**config.mk**
```make
export PLATFORM = sky130hd
export DESIGN_NAME = pwm_output_steering
export DESIGN_NICKNAME = d
export VERILOG_FILES = /design/src/design/steer_pkg.sv /design/src/design/pwm_output_steering.sv /design/src/design/pwm_timebase.sv /design/src/design/steer_shutdown.sv
export VERILOG_INCLUDE_DIRS = /design/src /design/src/design
export SDC_FILE = /design/constraint.sdc
export NUM_CORES = 1
export LEC_CHECK = 0
export ABC_AREA = 1
export BUFFER_PORTS_ARGS = -buffer_cell sky130_fd_sc_hd__buf_2
export CORE_ASPECT_RATIO = 1.2
export CORE_MARGIN = 8
export CORE_UTILIZATION = 25
export DETAILED_ROUTE_END_ITERATION = 10
export HOLD_SLACK_MARGIN = 0.08
export PLACE_DENSITY_LB_ADDON = 0.15
export SKIP_LAST_GASP = 1
export SYNTH_ARGS = -nofsm -noshare
export SYNTH_HDL_FRONTEND = slang
export SYNTH_SLANG_ARGS = --single-unit
export TNS_END_PERCENT = 10
```
**constraint.sdc**
```tcl
create_clock -name sys_clk -period 1.65 [get_ports sys_clk]
set_input_delay 0.495 -clock sys_clk [delete_from_list [all_inputs] [get_ports sys_clk]]
set_output_delay 0.495 -clock sys_clk [all_outputs]
set_load 0.05 [all_outputs]
```
**src/design/steer_defs.svh**
```systemverilog
/*
  Constants for the PWM output steering stage: register offsets, field
  positions and reset values.
  Assumes it is included by bare name from design files only.
*/
`ifndef STEER_DEFS_SVH
`define STEER_DEFS_SVH

// Register offsets on the plain register port
`define PWM_UNIT_CONTROL_REG_ADDR 4'h0
`define STEERING_CONTROL_REG_ADDR 4'h1
`define PWM_PERIOD_REG_ADDR 4'h2
`define PWM_DUTY_REG_ADDR 4'h3
`define PORT_LATCH_REG_ADDR 4'h4
`define PIN_DIRECTION_REG_ADDR 4'h5
`define SHUTDOWN_CTRL_REG_ADDR 4'h6
`define STEER_STATUS_REG_ADDR 4'h7

// Field positions in the unit control register
`define POLARITY_LSB 0
`define MODE_UPPER_LSB 2
`define OUTPUT_CONFIG_LSB 6

// Field positions in the steering control register
`define STEER_EN_LSB 0
`define STEER_SYNC_BIT 4

// Field positions in the shutdown control register
`define SHUTDOWN_EVENT_BIT 0
`define SHUTDOWN_RESTART_BIT 1
`define SHUTDOWN_LEVEL_AC_BIT 2
`define SHUTDOWN_LEVEL_BD_BIT 3

// Codes selecting single-output steering
`define MODE_UPPER_PWM 2'h3
`define OUTPUT_CONFIG_SINGLE 2'h0

// Reset values
`define UNIT_CONTROL_RESET 8'h00
`define STEERING_CONTROL_RESET 8'h01
`define PERIOD_RESET 8'hFF
`define DUTY_RESET 8'h00
`define PORT_LATCH_RESET 8'h00
`define PIN_DIRECTION_RESET 8'h0F
`define SHUTDOWN_CTRL_RESET 8'h00

`endif

```
**src/design/steer_pkg.sv**
```systemverilog
/*
  Types shared by the PWM output steering stage.
  Assumes nothing beyond a SystemVerilog compiler.
*/
package steer_pkg;
  typedef logic [7:0] byte_t;
  typedef logic [3:0] pins_t;
  typedef logic [3:0] addr_t;
endpackage

```
**src/design/pwm_output_steering.sv**
```systemverilog
/*
  PWM output steering stage in single-output mode: one modulated signal
  routed to any of four pins with polarity per pin pair (A/C, B/D) and auto-shutdown.
  Assumes a plain register port with one-cycle strobes, read data one
  cycle later, and a synchronous shutdown input.
*/
`timescale 1ns/1ps
`include "steer_defs.svh"
module pwm_output_steering
  import steer_pkg::*;
(
  input wire logic sys_clk,
  input wire logic reset_n,
  input wire addr_t reg_addr,
  input wire byte_t reg_wdata,
  input wire logic reg_write,
  input wire logic reg_read,
  output byte_t reg_rdata,
  input wire logic shutdown_in,
  output logic pwm_out_a,
  output logic pwm_out_b,
  output logic pwm_out_c,
  output logic pwm_out_d,
  output pins_t pin_oe
);

  ////////////////////////////////////////////////////////////////////////
  // Registers

  byte_t pwm_unit_control_reg_q;
  byte_t steering_control_reg_q;
  byte_t period_q;
  byte_t duty_q;
  byte_t port_latch_q;
  byte_t pin_direction_bits_q;
  byte_t shutdown_ctrl_q;
  pins_t steer_active_q;
  pins_t steer_active_d;
  logic steer_pending_q;
  byte_t reg_rdata_q;
  pins_t pin_level_q;
  pins_t pin_oe_q;

  logic [1:0] pwm_mode_upper_bits;
  logic [1:0] pwm_polarity_bits;
  logic [1:0] output_config_select;
  pins_t steer_enable;
  logic steering_sync_select;
  logic steering_mode;
  logic period_start;
  logic pwm_raw;
  logic shutdown_active;
  logic steer_write;
  logic shutdown_clear;

  function automatic logic hit(input addr_t a, input addr_t target);
    hit = (a == target);
  endfunction

  assign pwm_mode_upper_bits =
    pwm_unit_control_reg_q[`MODE_UPPER_LSB +: 2];
  assign pwm_polarity_bits = pwm_unit_control_reg_q[`POLARITY_LSB +: 2];
  assign output_config_select =
    pwm_unit_control_reg_q[`OUTPUT_CONFIG_LSB +: 2];
  assign steer_enable = steering_control_reg_q[`STEER_EN_LSB +: 4];
  assign steering_sync_select = steering_control_reg_q[`STEER_SYNC_BIT];

  // Both fields must match before the pins are taken over
  assign steering_mode = (pwm_mode_upper_bits == `MODE_UPPER_PWM) &&
    (output_config_select == `OUTPUT_CONFIG_SINGLE);

  assign steer_write = reg_write &&
    hit(reg_addr, `STEERING_CONTROL_REG_ADDR);
  assign shutdown_clear = reg_write &&
    hit(reg_addr, `SHUTDOWN_CTRL_REG_ADDR) &&
    !reg_wdata[`SHUTDOWN_EVENT_BIT];

  ////////////////////////////////////////////////////////////////////////
  // Register writes

  always_ff @(posedge sys_clk or negedge reset_n) begin
    if (!reset_n) begin
      pwm_unit_control_reg_q <= `UNIT_CONTROL_RESET;
      steering_control_reg_q <= `STEERING_CONTROL_RESET;
      period_q <= `PERIOD_RESET;
      duty_q <= `DUTY_RESET;
      port_latch_q <= `PORT_LATCH_RESET;
      pin_direction_bits_q <= `PIN_DIRECTION_RESET;
    end else if (reg_write) begin
      unique case (reg_addr)
        `PWM_UNIT_CONTROL_REG_ADDR: pwm_unit_control_reg_q <= reg_wdata;
        `STEERING_CONTROL_REG_ADDR: begin
          steering_control_reg_q <= {3'h0, reg_wdata[4:0]};
        end
        `PWM_PERIOD_REG_ADDR: period_q <= reg_wdata;
        `PWM_DUTY_REG_ADDR: duty_q <= reg_wdata;
        `PORT_LATCH_REG_ADDR: port_latch_q <= {4'h0, reg_wdata[3:0]};
        `PIN_DIRECTION_REG_ADDR: begin
          pin_direction_bits_q <= {4'h0, reg_wdata[3:0]};
        end
        default: begin
        end
      endcase
    end
  end

  // Event bit is hardware-set; a set in the clearing cycle wins
  always_ff @(posedge sys_clk or negedge reset_n) begin
    if (!reset_n) begin
      shutdown_ctrl_q <= `SHUTDOWN_CTRL_RESET;
    end else begin
      if (reg_write && hit(reg_addr, `SHUTDOWN_CTRL_REG_ADDR)) begin
        shutdown_ctrl_q[7:1] <= {4'h0, reg_wdata[3:1]};
      end
      shutdown_ctrl_q[`SHUTDOWN_EVENT_BIT] <= shutdown_active;
    end
  end

  ////////////////////////////////////////////////////////////////////////
  // Time base and shutdown

  pwm_timebase u_timebase (
    .sys_clk(sys_clk),
    .reset_n(reset_n),
    .run(steering_mode),
    .period(period_q),
    .duty(duty_q),
    .period_start(period_start),
    .pwm_raw(pwm_raw)
  );

  steer_shutdown u_shutdown (
    .sys_clk(sys_clk),
    .reset_n(reset_n),
    .shutdown_event(shutdown_in),
    .auto_restart(shutdown_ctrl_q[`SHUTDOWN_RESTART_BIT]),
    .sw_clear(shutdown_clear),
    .period_start(period_start),
    .shutdown_active(shutdown_active)
  );

  ////////////////////////////////////////////////////////////////////////
  // Effective steering selection

  // Immediate mode may cut a pulse short; synced mode never does
  always_comb begin
    steer_active_d = steer_active_q;
    if (!steering_sync_select) begin
      steer_active_d = steer_enable;
    end else if (period_start && steer_pending_q) begin
      steer_active_d = steer_enable;
    end
  end

  always_ff @(posedge sys_clk or negedge reset_n) begin
    if (!reset_n) begin
      steer_active_q <= 4'h0;
    end else begin
      steer_active_q <= steer_active_d;
    end
  end

  // A write during the start cycle stays pending for the next period
  always_ff @(posedge sys_clk or negedge reset_n) begin
    if (!reset_n) begin
      steer_pending_q <= 1'b0;
    end else if (steer_write) begin
      steer_pending_q <= 1'b1;
    end else if (period_start) begin
      steer_pending_q <= 1'b0;
    end
  end

  ////////////////////////////////////////////////////////////////////////
  // Pin drive

  always_ff @(posedge sys_clk or negedge reset_n) begin
    if (!reset_n) begin
      pin_level_q <= 4'h0;
    end else begin
      for (int i = 0; i < 4; i++) begin
        if (steering_mode && steer_active_d[i]) begin
          // Polarity: bit 0 sets A/C, bit 1 sets B/D active level
          if (shutdown_active) begin
            pin_level_q[i] <= i[0] ?
              shutdown_ctrl_q[`SHUTDOWN_LEVEL_BD_BIT] :
              shutdown_ctrl_q[`SHUTDOWN_LEVEL_AC_BIT];
          end else begin
            pin_level_q[i] <= pwm_raw ^
              (i[0] ? pwm_polarity_bits[1] :
               pwm_polarity_bits[0]);
          end
        end else begin
          pin_level_q[i] <= port_latch_q[i];
        end
      end
    end
  end

  // Driver on only where direction bit is 0
  always_ff @(posedge sys_clk or negedge reset_n) begin
    if (!reset_n) begin
      pin_oe_q <= 4'h0;
    end else begin
      pin_oe_q <= ~pin_direction_bits_q[3:0];
    end
  end

  assign pwm_out_a = pin_level_q[0];
  assign pwm_out_b = pin_level_q[1];
  assign pwm_out_c = pin_level_q[2];
  assign pwm_out_d = pin_level_q[3];
  assign pin_oe = pin_oe_q;

  ////////////////////////////////////////////////////////////////////////
  // Read port

  always_ff @(posedge sys_clk or negedge reset_n) begin
    if (!reset_n) begin
      reg_rdata_q <= 8'h00;
    end else if (reg_read) begin
      unique case (reg_addr)
        `PWM_UNIT_CONTROL_REG_ADDR: reg_rdata_q <= pwm_unit_control_reg_q;
        `STEERING_CONTROL_REG_ADDR: reg_rdata_q <= steering_control_reg_q;
        `PWM_PERIOD_REG_ADDR: reg_rdata_q <= period_q;
        `PWM_DUTY_REG_ADDR: reg_rdata_q <= duty_q;
        `PORT_LATCH_REG_ADDR: reg_rdata_q <= port_latch_q;
        `PIN_DIRECTION_REG_ADDR: reg_rdata_q <= pin_direction_bits_q;
        `SHUTDOWN_CTRL_REG_ADDR: reg_rdata_q <= shutdown_ctrl_q;
        `STEER_STATUS_REG_ADDR: begin
          reg_rdata_q <= {2'h0, steering_mode, steer_pending_q,
            steer_active_q};
        end
        default: reg_rdata_q <= 8'h00;
      endcase
    end else begin
      reg_rdata_q <= 8'h00;
    end
  end

  assign reg_rdata = reg_rdata_q;
endmodule

```
**src/design/pwm_timebase.sv**
```systemverilog
/*
  PWM time base: counts a period, raises a one-cycle period-start pulse
  and gives the raw modulated level (high while count below duty).
  Assumes period and duty come from registers in the clock domain.
*/
`timescale 1ns/1ps
module pwm_timebase
  import steer_pkg::*;
(
  input wire logic sys_clk,
  input wire logic reset_n,
  input wire logic run,
  input wire byte_t period,
  input wire byte_t duty,
  output logic period_start,
  output logic pwm_raw
);
  byte_t count_q;

  always_ff @(posedge sys_clk or negedge reset_n) begin
    if (!reset_n) begin
      count_q <= 8'h00;
    end else if (!run || count_q == period) begin
      count_q <= 8'h00;
    end else begin
      count_q <= count_q + 8'h01;
    end
  end

  // Start pulse aligns with the last count (count equals period), one cycle before count zero, so new settings see a whole period
  assign period_start = run && (count_q == period);
  assign pwm_raw = run && (count_q < duty);
endmodule

```
**src/design/steer_shutdown.sv**
```systemverilog
/*
  Auto-shutdown latch: a shutdown event sets a sticky state held until
  restart is allowed at a period start or software clears it.
  Assumes the event input is synchronous to sys_clk.
*/
`timescale 1ns/1ps
module steer_shutdown (
  input wire logic sys_clk,
  input wire logic reset_n,
  input wire logic shutdown_event,
  input wire logic auto_restart,
  input wire logic sw_clear,
  input wire logic period_start,
  output logic shutdown_active
);
  logic active_q;

  // Event wins over any clear in the same cycle
  always_ff @(posedge sys_clk or negedge reset_n) begin
    if (!reset_n) begin
      active_q <= 1'b0;
    end else if (shutdown_event) begin
      active_q <= 1'b1;
    end else if (sw_clear || (auto_restart && period_start)) begin
      active_q <= 1'b0;
    end
  end

  assign shutdown_active = active_q || shutdown_event;
endmodule

```
* Word level (Yosys, flattened, before mapping)
Index checks and enable logic that the tools add are counted.
Operators by class: $add $sub $neg 1, order comparisons 1, equal/unequal tests 9, mux-type cells 15, bitwise gates (word level) 3, reduce and logical (&&, ||, !) cells 27
Operators by type and width (count):
- 8-bit case mux with 8 select lines | 1
- 4-bit by 3-bit == test with 1-bit output (second input constant) | 4
- 8-bit two-way mux | 2
- 1-bit logical AND | 12
- 2-bit AND reduction | 6
- 1-bit two-way mux | 10
- 8-bit by 1-bit adder with 8-bit output (second input constant) | 1
- 4-bit by 2-bit == test with 1-bit output (second input constant) | 2
- 8-bit == test | 1
- 8-bit less-than comparator | 1
- 4-bit two-way mux | 2
- 4-bit by 1-bit == test with 1-bit output (second input constant) | 1
- 4-bit logical NOT | 1
- 4-bit NOT | 1
- 2-bit nonzero test | 2
- 1-bit logical OR | 3
- 2-bit == test (second input constant) | 1
- 1-bit logical NOT | 2
- 2-bit logical NOT | 1
- 1-bit XOR | 2
Storage, ports and cells: register bits 71, input port bits 17, output and inout port bits 16, logic and storage cells 71

* Logic depth before layout (Yosys ltp)
word-level depth 8, mapped depth 13, mapped depth without buffers 13

* Modules after synthesis
A second synthesis with hierarchy kept.
Unflattened totals: cells, all modules 420, area, all modules 3474.6 sq um
Modules (own cells, without submodules):
- pwm_output_steering | instances 1, cells an instance 314, area an instance 2727.6 sq um, seq. area each 1567.8 sq um
- pwm_timebase | instances 1, cells an instance 99, area an instance 695.7 sq um, seq. area each 200.2 sq um
- steer_shutdown | instances 1, cells an instance 7, area an instance 51.3 sq um, seq. area each 25.0 sq um

* Worst setup path before layout
No wires, ideal clock.
kind input to register, start point input reg_addr[3], end point register duty_q[6], library setup time 0.131 ns, data arrival time 1.361 ns, required time 1.519 ns, path slack 0.158 ns, stages 7, buffers on the path 1, cells stage by stage nor2_1 -> nand2_1 -> inv_1 -> nand2_1 -> clkbuf_1 -> nand2_1 -> o21ai_0
Between the ends: word-level cells in the longest chain between the ends 2
Ends and longest elaborated chain:
- start, declared | RTL line pwm_output_steering.sv:14 | input wire addr_t reg_addr,
- 4-bit by 2-bit == test with 1-bit output | RTL line pwm_output_steering.sv:90 | unique case (reg_addr)
- 2-bit AND reduction (no source line)
- end signal, assigned | RTL line pwm_output_steering.sv:86 | duty_q <= `DUTY_RESET;
- end signal, assigned | RTL line pwm_output_steering.sv:96 | `PWM_DUTY_REG_ADDR: duty_q <= reg_wdata;
- end, declared | RTL line pwm_output_steering.sv:33 | byte_t duty_q;
Every way passes these cells. A chain may end at the register's enable or synchronous reset.

* Worst setup path after layout
start point register period_q[1], end point register pin_level_q[0]
Between the ends: word-level cells in the longest chain between the ends 7
Ends and longest elaborated chain:
- start, declared | RTL line pwm_output_steering.sv:32 | byte_t period_q;
- start signal, assigned | RTL line pwm_output_steering.sv:85 | period_q <= `PERIOD_RESET;
- start signal, assigned | RTL line pwm_output_steering.sv:95 | `PWM_PERIOD_REG_ADDR: period_q <= reg_wdata;
- 8-bit == test | RTL line pwm_timebase.sv:31 | assign period_start = run && (count_q == period);
- 1-bit logical AND | RTL line pwm_timebase.sv:31
- 1-bit logical AND | RTL line pwm_output_steering.sv:150 | end else if (period_start && steer_pending_q) begin
- 4-bit two-way mux | RTL line pwm_output_steering.sv:150
- 4-bit two-way mux | RTL line pwm_output_steering.sv:148 | if (!steering_sync_select) begin
- via steer_active_d[0] | RTL line pwm_output_steering.sv:38 | pins_t steer_active_d;
- 1-bit logical AND | RTL line pwm_output_steering.sv:182 | if (steering_mode && steer_active_d[i]) begin
- 1-bit two-way mux | RTL line pwm_output_steering.sv:182
- end signal, assigned by index | RTL line pwm_output_steering.sv:185 | pin_level_q[i] <= i[0] ?
- end signal, assigned by index | RTL line pwm_output_steering.sv:189 | pin_level_q[i] <= pwm_raw ^
- end signal, assigned by index | RTL line pwm_output_steering.sv:194 | pin_level_q[i] <= port_latch_q[i];
- end, declared | RTL line pwm_output_steering.sv:41 | pins_t pin_level_q;
The timed path passes the listed nets, and every way through them passes these cells.

==> results.cfg <==
[floorplan]
start_util_pct = 25.29
die-area_um2 = 17900
die_h_um = 145.0
ioPinCount = 33
core-area_um2 = 13700
rows = 47
dieWidth_um = 123.5

[finish]
nNetsFinal = 531
fillers = 1465
drive_gt1_share_pct = 25.64
synthToLayoutAreaGrowth_pct = 31.35
diodes = 0

[logic_synthesis]
synthesis.area_um2 = 3465
synthCells = 428
synth_edf_count = 0
synth.area.top_cells = dfrtp_1 42%, nand2_1 15%, dfstp_2 9.9%
ys_ff_latch = 71
ys.flop_type = dfrtp_1
syn-num-nets = 453
synthDistinctLibCells = 31
synthTopCellsByCount = 141 x nand2_1, 58 x dfrtp_1, 58 x inv_1, 30 x o21ai_0, 22 x nor2_1
yosys.area.top_type = dfrtp_1
async_flop_share_pct = 100.0
synth.most_common_cell = nand2_1
yosysSeqAreaShare_pct = 51.75
synth_top_area_share_pct = 41.89
avgSynthCellArea_um2 = 8.095
yosysWarnings = 0

[sta]
slew_viol_final = 0
tightest_slew_ns = 0.5285
skew_ns = 0.008746
finalSetupTns_ns = -0.1818
fin_crit_sh_pct = 103.1
min_period_ns = 1.701
hold_violations = 0
rsz0062_at_grt = yes
max_clock_freq_mhz = 587.9
setup_ws_ns = -0.05098
maxSlewHeadroom_pct = 64.77
finalSetupViolCount = 4

[clocking]
h-tree-depth = 3
clkTransAtPathRegs_ns = 0.06
cts_buffers = 9
clock_latency_ns = 0.34
cts_tree = built
cts-root-buf = clkbuf_16
clock_sinks = 71
clockBufferDepth = 2

[route]
drtIter0Drc = 202
drc = 0
vias_per_cell = 4.362
vias = 2975
drtAntennaViolNets = 0
finalWirelength_um = 9873
post_drt_wl_per_cell_um = 14.48
dr.pass1.iters = 4

[grt]
overflow = 0
antenna_found_initial = 0
grt_max_degree = 32
grt_pass1_vias = 2919
grt_pass1_wl_um = 15820
track_usage_pct = 11.65

[worst_setup_path]
setup.worst_path.start = period_q[1]$_DFFE_PN1P_
critPathKind = register to register
critical_path.max_fanout = 8
cp.arrival_ns = 1.98
reg2reg_depth = 12
r2r_start = period_q[1]$_DFFE_PN1P_
endpoint = pin_level_q[0]$_DFF_PN0_
cp-end-kind = register
r2r-end = pin_level_q[0]$_DFF_PN0_
crit_path_start_kind = register
cp.required_ns = 1.93
r2r_setup_slack_ns = -0.05

[place]
port_buffers = 32
hpwl_um = 7604
gp_congestion = 0.8547
place_ws_ns = -0.06592

[pwr]
power.leakage_nw = 2.238
peakVddDrop_uv = 491.2
power_density_nw_per_um2 = 1276

[job]
cap_viol_max_count = 0

[worst_hold_path]
hold_path.class = primary input to register

[outcome]
violations = setup timing
status = finished, violations left
-- state kept, by name, summed over array words and instances, names as in the netlist, 5 cells and up --
signal / flops
steering_control_reg_q: 5
reg_rdata: 8
duty_q: 8
pwm_unit_control_reg_q: 8
u_timebase.count_q: 8
period_q: 8
-- power breakdown --
part	internal [W]	switching (W)
Combinational	0.000462	0.000777
Clock	0.00148	0.000783
Sequential	0.00208	0.000222
Total	0.00402	0.00178
-- layer usage --
layer | track usage, % | up-vias | routed length, um
li1 | - | 1521 | -
met1 | 14.32 | 1396 | 4366
met2 | 18.99 | 44 | 4965
met3 | 2.407 | 14 | 326
met4 | 5.190 | 0 | 214
met5 | 0 | - | 0
-- placed cells by master, fill, tap and decap left out, drive strengths merged, types with 6 or more instances in the layout --
cell	count
nand2	148
inv	66
ha	8
dfrtp	58
nand3	22
o22ai	6
nor2	25
o21ai	47
dfstp	13
nor3	10
a21oi	7
clkbuf	9
buf	71
-- cells by family after synthesis --
kind of cell | count (synthesis) | synth area share [%]
compound gates | 70 | 11.23
fa+ha+maj | 8 | 2.889
buf+inv | 71 | 7.981
simple gates | 206 | 25.64
flops | 71 | 51.75
xor+xnor | 2 | 0.5057
-- worst max-delay path, stage by stage, from the launching register on --
cell,delay [ns]
dfstp_2,0.52
inv_1,0.03
nand2_1,0.04
nand2_1,0.06
nor2_2,0.12
nand2_2,0.09
nor2_4,0.20
nand3_4,0.17
nand2_8,0.15
nand2_2,0.06
nand2_2,0.07
nand3_2,0.05
nand2_1,0.06
-- worst min-delay path by stage --
stage | from | to | slack, ns | cells after the start
3_5_place_dp | reset_n | port_latch_q[1]$_DFFE_PN0P_ | 0.36 | 1
3_3_place_gp | reset_n | port_latch_q[1]$_DFFE_PN0P_ | 0.36 | 1
6_report | reg_read | reg_rdata[6]$_DFF_PN0_ | 0.38 | 3
5_1_grt | reg_read | reg_rdata[6]$_DFF_PN0_ | 0.39 | 3
2_1_floorplan | reset_n | duty_q[0]$_DFFE_PN0P_ | 0.20 | 0
4_1_cts | reg_read | reg_rdata[6]$_DFF_PN0_ | 0.37 | 3
-- metrics by stage --
stage          std cells  hold WS (ns)  utilization (%)  total power (W)  area (um^2)
2_1_floorplan        428        0.1994                -         0.003041         3465
3_3_place_gp         662        0.3557            30.19         0.003520         4136
3_5_place_dp         662        0.3563            30.19         0.003532         4136
4_1_cts              679        0.3708            32.80         0.005821         4494
5_1_grt              682        0.3867            33.21         0.006116         4551
6_report             682        0.3778            33.21         0.005806         4551
-- cell type report --
| class | count | area, um^2 | area share [%] |
|---|---|---|---|
| clock buffer | 9 | 225.2 | 4.949 |
| clock inverter | 7 | 120.1 | 2.640 |
| inverter | 65 | 244.0 | 5.362 |
| multi-input combinational | 287 | 1439 | 31.62 |
| sequential | 71 | 1793 | 39.40 |
| tap | 171 | 214.0 | 4.702 |
| timing repair buffer | 72 | 515.5 | 11.33 |
-- what timing repair did --
| item | CTS | global route |
|---|---|---|
| setup buffers | 0 | 2 |
| pin swaps | 0 | 7 |
| endpoints found under the hold margin | 8 | 0 |
| endpoints found under the setup margin | 4 | 9 |
| gates cloned | 0 | 1 |
| hold buffers | 1 | 0 |
| resized for setup | 1 | 9 |
(Power assumes the default switching activity.)
